<file path="src/core/srm_pkg.sv">
// Package for the second I/O supply monitor register bank.
// Assumes an APB master with 32-bit data and word-aligned registers.
package srm_pkg;
    localparam int ADDR_W = 12;
    localparam int DATA_W = 32;
    // Printed offsets are register indices; byte address is index times four
    localparam logic [1:0] IDX_IRQ_ENABLE = 2'h0;
    localparam logic [1:0] IDX_IRQ_FLAGS = 2'h1;
    localparam logic [1:0] IDX_LEVEL_STATUS = 2'h2;
    localparam logic [ADDR_W-1:0] ADDR_IRQ_ENABLE = 12'h000;
    localparam logic [ADDR_W-1:0] ADDR_IRQ_FLAGS = 12'h004;
    localparam logic [ADDR_W-1:0] ADDR_LEVEL_STATUS = 12'h008;
    localparam logic [ADDR_W-1:0] ADDR_IRQ_MASK = 12'h00C;
    localparam int BIT_SUPPLY = 0;
    localparam logic [7:0] RST_IRQ_ENABLE = 8'h00;
    localparam logic [7:0] RST_IRQ_FLAGS = 8'h00;
    localparam logic [7:0] RST_LEVEL_STATUS = 8'h00;
    localparam logic [7:0] RST_IRQ_MASK = 8'h01;
    localparam logic [DATA_W-1:0] DATA_ZERO = 32'h00000000;

    typedef struct packed {
        logic psel;
        logic penable;
        logic pwrite;
        logic [ADDR_W-1:0] paddr;
        logic [DATA_W-1:0] pwdata;
    } srm_apb_req_t;

    typedef struct packed {
        logic pready;
        logic pslverr;
        logic [DATA_W-1:0] prdata;
    } srm_apb_rsp_t;

    typedef enum logic [1:0] {
        SRM_LVL_LOW = 2'b00,
        SRM_LVL_OK = 2'b01
    } srm_level_t;
endpackage

</file>
<file path="src/core/srm_level_track.sv">
// Level tracker: holds the rail status and flags each change of it outside single-supply mode.
// Assumes the detector level is already synchronous to clk_sys.
`timescale 1ns/1ps
module srm_level_track (
    input wire logic clk_sys,
    input wire logic arst_n,
    input wire logic detector_ok,
    input wire logic single_supply,
    output logic level_r,
    output logic change_pulse
);
    import srm_pkg::*;
    logic level_nxt;

    // Single-supply mode pins the level high
    assign level_nxt = single_supply | detector_ok;

    always_ff @(posedge clk_sys or negedge arst_n) begin
        if (!arst_n) begin
            level_r <= RST_LEVEL_STATUS[BIT_SUPPLY];
        end else begin
            level_r <= level_nxt;
        end
    end

    // Both directions count as a change
    assign change_pulse = (level_nxt != level_r) & ~single_supply;
endmodule

</file>
<file path="src/core/srm_regs.sv">
// Register bank for the second I/O supply monitor, APB slave.
// Assumes a synchronous detector level and a static configuration fuse.
//
// Chosen here: the APB interface to the registers.
`timescale 1ns/1ps
module srm_regs #(
    parameter int PIN_W = 8
) (
    input wire logic clk_sys,
    input wire logic arst_n,
    input srm_pkg::srm_apb_req_t apb_req,
    output srm_pkg::srm_apb_rsp_t apb_rsp,
    input wire logic detector_ok,
    input wire logic rail_config_fuse,
    input wire logic [PIN_W-1:0] port_out,
    input wire logic [PIN_W-1:0] port_oe,
    output logic [PIN_W-1:0] pin_out_r,
    output logic [PIN_W-1:0] pin_oe_r,
    output logic rail_ok_event,
    output logic supply_irq
);
    import srm_pkg::*;

    logic second_rail_ok;
    logic change_pulse;
    logic supply_change_irq_en_r;
    logic supply_change_flag_r;
    logic irq_mask_r;
    logic setup_fire;
    logic access_end;
    logic wr_en;
    logic rd_en;
    logic rd_flags;
    logic clr_flag;
    logic [DATA_W-1:0] rdata_nxt;
    logic slverr_nxt;
    logic single_supply;
    logic pready_r;
    logic pslverr_r;
    logic [DATA_W-1:0] prdata_r;

    // Fuse value 1 selects single-supply mode
    assign single_supply = rail_config_fuse;

    function automatic logic addr_known(input logic [ADDR_W-1:0] a);
        addr_known = (a == ADDR_IRQ_ENABLE) || (a == ADDR_IRQ_FLAGS) ||
            (a == ADDR_LEVEL_STATUS) || (a == ADDR_IRQ_MASK);
    endfunction

    function automatic logic [DATA_W-1:0] bit0_word(input logic b);
        bit0_word = DATA_ZERO;
        bit0_word[BIT_SUPPLY] = b;
    endfunction

    srm_level_track u_track (
        .clk_sys(clk_sys),
        .arst_n(arst_n),
        .detector_ok(detector_ok),
        .single_supply(single_supply),
        .level_r(second_rail_ok),
        .change_pulse(change_pulse)
    );

    // One wait state: pready rises in the second access cycle
    assign setup_fire = apb_req.psel & apb_req.penable & ~pready_r;
    assign access_end = apb_req.psel & apb_req.penable & pready_r;
    assign wr_en = access_end & apb_req.pwrite & ~pslverr_r;
    assign rd_en = access_end & ~apb_req.pwrite & ~pslverr_r;
    assign rd_flags = rd_en & (apb_req.paddr == ADDR_IRQ_FLAGS);
    assign clr_flag = wr_en & (apb_req.paddr == ADDR_IRQ_FLAGS) &
        apb_req.pwdata[BIT_SUPPLY];

    always_ff @(posedge clk_sys or negedge arst_n) begin
        if (!arst_n) begin
            pready_r <= 1'b0;
        end else begin
            pready_r <= setup_fire;
        end
    end

    always_comb begin
        slverr_nxt = ~addr_known(apb_req.paddr);
        rdata_nxt = DATA_ZERO;
        unique case (apb_req.paddr)
            ADDR_IRQ_ENABLE: begin
                rdata_nxt = bit0_word(supply_change_irq_en_r);
            end
            ADDR_IRQ_FLAGS: begin
                rdata_nxt = bit0_word(supply_change_flag_r &
                    ~single_supply);
            end
            ADDR_LEVEL_STATUS: begin
                rdata_nxt = bit0_word(second_rail_ok);
            end
            ADDR_IRQ_MASK: begin
                rdata_nxt = bit0_word(irq_mask_r);
            end
            default: begin
                rdata_nxt = DATA_ZERO;
            end
        endcase
    end

    // Read data and error prepared during the wait state
    always_ff @(posedge clk_sys or negedge arst_n) begin
        if (!arst_n) begin
            prdata_r <= DATA_ZERO;
            pslverr_r <= 1'b0;
        end else if (setup_fire) begin
            prdata_r <= apb_req.pwrite ? DATA_ZERO : rdata_nxt;
            pslverr_r <= slverr_nxt;
        end else if (access_end) begin
            prdata_r <= DATA_ZERO;
            pslverr_r <= 1'b0;
        end
    end

    assign apb_rsp.pready = pready_r;
    assign apb_rsp.pslverr = pslverr_r;
    assign apb_rsp.prdata = prdata_r;

    always_ff @(posedge clk_sys or negedge arst_n) begin
        if (!arst_n) begin
            supply_change_irq_en_r <= RST_IRQ_ENABLE[BIT_SUPPLY];
        end else if (wr_en && apb_req.paddr == ADDR_IRQ_ENABLE) begin
            supply_change_irq_en_r <= apb_req.pwdata[BIT_SUPPLY];
        end
    end

    always_ff @(posedge clk_sys or negedge arst_n) begin
        if (!arst_n) begin
            irq_mask_r <= RST_IRQ_MASK[BIT_SUPPLY];
        end else if (wr_en && apb_req.paddr == ADDR_IRQ_MASK) begin
            irq_mask_r <= apb_req.pwdata[BIT_SUPPLY];
        end
    end

    // Set beats both the write-one clear and the read clear
    always_ff @(posedge clk_sys or negedge arst_n) begin
        if (!arst_n) begin
            supply_change_flag_r <= RST_IRQ_FLAGS[BIT_SUPPLY];
        end else if (change_pulse) begin
            supply_change_flag_r <= 1'b1;
        end else if (single_supply) begin
            supply_change_flag_r <= 1'b0;
        end else if (clr_flag || rd_flags) begin
            supply_change_flag_r <= 1'b0;
        end
    end

    // Held while flag, enable and mask stay set and the fuse is 0, regardless of how long
    always_ff @(posedge clk_sys or negedge arst_n) begin
        if (!arst_n) begin
            supply_irq <= 1'b0;
        end else begin
            supply_irq <= supply_change_irq_en_r & irq_mask_r &
                supply_change_flag_r & ~single_supply;
        end
    end

    // Twin of the status flop, same reset and next value, so the event
    // equals the status bit in every cycle without a combinational path
    always_ff @(posedge clk_sys or negedge arst_n) begin
        if (!arst_n) begin
            rail_ok_event <= RST_LEVEL_STATUS[BIT_SUPPLY];
        end else begin
            rail_ok_event <= single_supply | detector_ok;
        end
    end

    // Rail pins follow port settings only while the rail is good
    always_ff @(posedge clk_sys or negedge arst_n) begin
        if (!arst_n) begin
            pin_out_r <= '0;
            pin_oe_r <= '0;
        end else if (second_rail_ok) begin
            pin_out_r <= port_out;
            pin_oe_r <= port_oe;
        end else begin
            pin_out_r <= '0;
            pin_oe_r <= '0;
        end
    end
endmodule

</file>
<file path="config.mk">
export PLATFORM = sky130hd
export DESIGN_NAME = srm_regs
export DESIGN_NICKNAME = d
export VERILOG_FILES = /design/src/core/srm_pkg.sv /design/src/core/srm_level_track.sv /design/src/core/srm_regs.sv
export SDC_FILE = /design/constraint.sdc
export NUM_CORES = 1
export LEC_CHECK = 0
export ABC_AREA = 1
export BUFFER_PORTS_ARGS = -buffer_cell sky130_fd_sc_hd__buf_2
export CELL_PAD_IN_SITES_DETAIL_PLACEMENT = 1
export CELL_PAD_IN_SITES_GLOBAL_PLACEMENT = 2
export CORE_ASPECT_RATIO = 1.75
export CORE_UTILIZATION = 20
export CTS_BUF_LIST = sky130_fd_sc_hd__clkbuf_4
export CTS_CLUSTER_DIAMETER = 100
export CTS_CLUSTER_SIZE = 12
export DETAILED_ROUTE_END_ITERATION = 6
export GPL_TIMING_DRIVEN = 0
export PLACE_DENSITY = 0.89
export SYNTH_ARGS = -nofsm -noshare
export SYNTH_HDL_FRONTEND = slang
export SYNTH_SLANG_ARGS = --single-unit
</file>
<file path="constraint.sdc">
create_clock -name clk_sys -period 2.7 [get_ports clk_sys]
set_clock_uncertainty 0.2 [all_clocks]
set_input_delay 0.405 -clock clk_sys [delete_from_list [all_inputs] [get_ports clk_sys]]
set_output_delay 0.405 -clock clk_sys [all_outputs]
set_load 0.005 [all_outputs]
</file>
==> impl_metrics.json, run 1 <==
{
  "run_status": "complete, no violations",
  "worstSetupEndpointType": "output port",
  "die_w_um": 62.4,
  "grt_max_degree": 25,
  "initial_utilization": 0.207,
  "synth_cells": 149,
  "numPortBuffers": 56,
  "nNetsFinal": 308,
  "place_ws_ns": 1.16,
  "ys_warn_count": 0,
  "relSlewSlack": 0.624,
  "firstDrtPassIters": 4,
  "synth_top_family_by_area": "buffers and inverters",
  "rsz0062_at_grt": "false",
  "fmax_ghz": 0.636,
  "dieArea_um2": 6730,
  "grt_overflow": 0,
  "worstSetupStartpointType": "flop",
  "ir_worst_vdd_mv": 0.166,
  "vias_per_cell": 3.56,
  "layout_setup_ws_ns": 1.13,
  "synth_compound_area_frac": 0.0489,
  "grt_pass1_vias": 1069,
  "ant_nets": 0,
  "yosys.area_share.simple": 0.204,
  "num_rows": 38,
  "slew_violations": 0,
  "synth.ff_latch_count": 24,
  "fin_util": 0.293,
  "p_leak_nw": 1.12,
  "ys.flop_type": "dfrtp_1",
  "hp-class": "input pin to flop",
  "synth_mux_area_frac": 0,
  "required_ns": 2.10,
  "area_growth_pct": 41.7,
  "synth_top_area_share": 0.450,
  "cts_resized": 0,
  "n_antenna_cell": 0,
  "antenna_found_initial": 0,
  "drtIter0Drc": 12,
  "synthTopCellsByArea": "dfrtp_1 (45%), buf_4 (20%), nand2_1 (9.4%)",
  "maxCapViolations": 0,
  "coreArea_um2": 6180,
  "cts_buffer_depth": 2,
  "grt_pass1_wl_um": 4610,
  "dp.cells": 315,
  "wire_per_inst_um": 9.17,
  "drive_gt1_frac": 0.450,
  "die_h_um": 108,
  "htree_num_levels": 1,
  "synth.avg_cell_area_um2": 8.58,
  "yosysTopAreaCell": "dfrtp_1",
  "cp_data_arrival_time_ns": 0.97,
  "ys_seq_area_frac": 0.471,
  "path_clk_slew_ns": 0.13,
  "mappedNetlistArea_um2": 1280,
  "powerDensity_nw_per_um2": 388,
  "synth_edf_count": 0,
  "hpwl_um": 2510,
  "worstSkewPairLatency_ns": 0.31,
  "cts_setup_buffers": 0,
  "finalSetupTns_ns": 0,
  "reg.largest.list": "pin_oe_r: 8 flops, pin_out_r: 8 flops",
  "worstSetupPathType": "flop to output port",
  "cts_tree": "done",
  "cts_sinks": 24,
  "yosysMostFrequentCell": "buf_4",
  "hold_buffers": 1,
  "totalWireLength_um": 2930,
  "min_period_over_period": 0.582,
  "period_minus_slack_ns": 1.57,
  "setup_violations": 0,
  "power.total_mw": 0.702,
  "cts_buffers": 3,
  "crit_fanout": 3,
  "synth_xor_xnor_area_share": 0,
  "drc": 0,
  "routabilityCongestion": 0.719,
  "worstMarginPinSlew_ns": 0.564,
  "pin_count": 119,
  "hold_viol_final": 0,
  "root_buffer": "clkbuf_4",
  "async_flop_share": 1.00,
  "grt_util_all_layers": 0.0873,
  "num_vias": 1140,
  "yosysUniqueCellTypes": 24,
  "final_cells": 320,
  "yosys-top-cells-count": "buf_4 (34), nand2_1 (32), dfrtp_1 (23), inv_1 (23), nor2_1 (8)",
  "synthAdderAreaFrac": 0
}
-- cells by family after synthesis --
kind of cell | count (synthesis)
flops | 24
buf+inv | 59
compound gates | 9
simple gates | 56
other cells | 1
-- worst max-delay path, cell delays in order (launching register included) --
cell and delay (ns):
dfrtp_1 0.42, buf_4 0.13, buf_2 0.11
-- routing by layer --
| metal | global-route usage | wire length [µm] | vias to the layer above |
|---|---|---|---|
| li1 | - | - | 559 |
| met1 | 0.0898 | 996 | 524 |
| met2 | 0.168 | 1640 | 55 |
| met3 | 0.0233 | 281 | 2 |
| met4 | 0.0249 | 14 | 0 |
| met5 | 0 | 0 | - |
-- stage by stage --
step | hold WS [ns] | area (µm²)
2_1_floorplan | -0.0906 | 1390
3_3_place_gp | 0.232 | 1770
3_5_place_dp | 0.239 | 1770
4_1_cts | 0.0563 | 1810
5_1_grt | 0.0602 | 1810
6_report | 0.0756 | 1810
-- placed cells by master (no fill, tap or decap), types with 2 or more instances in the layout --
| cell type | n |
|---|---|
| dfrtp_1 | 23 |
| o21ai_0 | 2 |
| conb_1 | 31 |
| nor2_4 | 2 |
| nor2_2 | 4 |
| nand3_1 | 4 |
| buf_2 | 57 |
| o21ai_1 | 2 |
| buf_4 | 34 |
| inv_1 | 23 |
| nor2_1 | 8 |
| clkbuf_4 | 4 |
| nand2_2 | 2 |
| nand2_1 | 32 |
-- cell type report --
| class | instances | area [µm²] |
|---|---|---|
| sequential | 24 | 602 |
| fill | 783 | 4370 |
| buffer | 35 | 260 |
| clock buffer | 4 | 30.0 |
| multi-input combinational | 96 | 439 |
| inverter | 24 | 90.1 |
| tap | 80 | 100 |
| timing repair buffer | 57 | 290 |
-- path summary, 6_finish.rpt --
check,to,cells after the start,start,slack [ns]
max,apb_rsp[33],2,pready_r,1.13
min,pin_out_r[5],3,port_out[5],0.08
max reg2reg,prdata_r[0],7,rail_ok_event,1.37
min reg2reg,pready_r,1,pready_r,0.30
max in group asynchronous,irq_mask_r,2,arst_n,1.51
min in group asynchronous,pready_r,2,arst_n,0.41
-- power by group --
| part | switching [mW] | total [mW] | internal (mW) |
|---|---|---|---|
| logic | 0.0682 | 0.145 | 0.0766 |
| clock network | 0.104 | 0.172 | 0.0676 |
| registers | 0.00618 | 0.386 | 0.379 |
Power figures use the tool's default switching activity.
==> run 2: changes to the inputs <==
Settings changed: CORE_UTILIZATION 20 to 16, PLACE_DENSITY 0.89 to 0.77.
Clock period 2.7 ns to 1.39 ns, I/O delays scaled along.
==> impl_metrics.json, run 2 (synthesis results as in run 1) <==
{
  "run_status": "complete, no violations",
  "initial_utilization": 0.167,
  "n_antenna_cell": 0,
  "powerDensity_nw_per_um2": 690,
  "coreArea_um2": 7670,
  "routabilityCongestion": 0.689,
  "die_h_um": 120,
  "place_ws_ns": 0.0121,
  "cts_buffer_depth": 2,
  "grt_max_degree": 25,
  "num_rows": 42,
  "die_w_um": 69.6,
  "num_vias": 1205,
  "grt_pass1_vias": 1269,
  "area_growth_pct": 59.6,
  "fmax_ghz": 0.736,
  "ant_nets": 0,
  "totalWireLength_um": 3400,
  "cp.depth": 7,
  "ir_worst_vdd_mv": 0.258,
  "finalSetupTns_ns": 0,
  "firstDrtPassIters": 2,
  "setup_violations": 0,
  "grt_util_all_layers": 0.0842,
  "numPortBuffers": 56,
  "n_fill_cell": 959,
  "cts_tree": "done",
  "grt_pass1_wl_um": 5590,
  "place_area_um2": 1780,
  "vias_per_cell": 3.45,
  "path_clk_slew_ns": 0.13,
  "worstSetupStartpoint": "rail_config_fuse",
  "final_cells": 349,
  "maxCapViolations": 0,
  "drc": 0,
  "slew_violations": 0,
  "cp_top_family": "buffers and inverters",
  "period_minus_slack_ns": 1.36,
  "hp-class": "input pin to flop",
  "antenna_found_initial": 0,
  "cts_buffers": 3,
  "nNetsFinal": 329,
  "drtIter0Drc": 22,
  "slowest_stage": "dlygate4sd3_1",
  "worstSkewPairLatency_ns": 0.31,
  "cp-endpoint": "prdata_r[0]",
  "grt_overflow": 0,
  "dieArea_um2": 8370,
  "worstMarginPinSlew_ns": 0.547,
  "worstSetupPathType": "input pin to flop",
  "root_buffer": "clkbuf_4",
  "cp_data_arrival_time_ns": 1.42,
  "reg2reg_depth": 7,
  "ff2ff_setup_slack_ns": 0.11,
  "p_leak_nw": 1.21,
  "stdcell_area_um2": 2040,
  "hpwl_um": 2700,
  "hold_viol_final": 0,
  "htree_num_levels": 1,
  "critPathMostFrequentCell": "nand2_1",
  "pin_count": 119,
  "cts_sinks": 24,
  "min_period_over_period": 0.978,
  "mostFrequentLayoutCell": "buf_2",
  "drive_gt1_frac": 0.425,
  "reg.largest.list": "pin_oe_r: 8 flops, pin_out_r: 8 flops",
  "layout_setup_ws_ns": 0.0310,
  "worstSetupStartpointType": "input pin",
  "relSlewSlack": 0.635,
  "crit_chain": "dlygate4sd3_1 -> buf_2 -> nor2_1 -> nand3_1 -> nand2_1 -> o21ai_1 -> nand2_1",
  "timing.rr.end": "prdata_r[0]",
  "crit_fanout": 3,
  "r2r-start": "rail_ok_event",
  "critPathBufInv": 2,
  "slowest_delay_ns": 0.55,
  "required_ns": 1.45,
  "final_cell_mix": "buf_2 (57), buf_4 (34), nand2_1 (32)",
  "worstSetupEndpointType": "flop",
  "wire_per_inst_um": 9.75,
  "dp.cells": 323
}
[run 2: changes by cell type in the layout (fill, tap and decap cells not counted)]
cell	previous run	this run
buf_6	0	1
dlygate4sd3_1	1	21
nand3_1	4	3
nand3_2	0	1
nor2_1	8	7
nor2_2	4	5
[run 2: through the flow]
stage	power (mW)	utilization	hold WS, ns
floorplan	0.923	-	-0.287
global placement	1.04	0.232	0.0302
detailed placement	1.05	0.232	0.0400
CTS	1.44	0.262	0.00261
global route	1.50	0.266	0.0222
finish	1.41	0.266	0.0263
[run 2: worst min path at each step]
stage | cells after the start | end | from | slack, ns
6_report | 3 | supply_change_irq_en_r | apb_req[44] | 0.03
2_1_floorplan | 0 | pin_oe_r[0] | arst_n | -0.29
4_1_cts | 3 | pready_r | apb_req[45] | 0.003
3_3_place_gp | 1 | pready_r | arst_n | 0.03
3_5_place_dp | 1 | rail_ok_event | arst_n | 0.04
5_1_grt | 3 | supply_change_irq_en_r | apb_req[44] | 0.02
[run 2: worst reg2reg max path, delay by kind of cell, from the launching register on]
kind | cells | cell delay (ns)
flops | 1 | 0.41
simple gates | 5 | 0.28
compound gates | 1 | 0.17
buf+inv | 1 | 0.13
[run 2: layout make-up]
cell class | instances | area (µm²) | area share
multi-input combinational | 96 | 447 | 0.219
timing repair buffer | 80 | 513 | 0.251
sequential | 24 | 602 | 0.295
buffer | 33 | 249 | 0.122
inverter | 24 | 90.1 | 0.0441
tap | 88 | 110 | 0.0540
clock buffer | 4 | 30.0 | 0.0147
[run 2: repair_timing]
item / 4_1_cts / 5_1_grt
endpoints found under the setup margin: 4 / 4
hold buffers: 21 / 0
gates resized for setup: 1 / 2
hold endpoints to repair: 43 / 0
pin swaps: 0 / 2
setup buffers: 0 / 3
[run 2: metal layers]
metal | vias to the layer above | share of wire | track usage
met4 | 0 | 0.0094 | 0.0268
met2 | 57 | 0.58 | 0.177
met5 | - | 0 | 0
met1 | 547 | 0.34 | 0.0767
met3 | 2 | 0.073 | 0.0167
li1 | 599 | - | -
[run 2: report_power, final]
| part | total [mW] | internal (mW) | switching (mW) |
|---|---|---|---|
| Sequential | 0.752 | 0.737 | 0.0148 |
| Combinational | 0.330 | 0.186 | 0.144 |
| Clock | 0.326 | 0.131 | 0.195 |
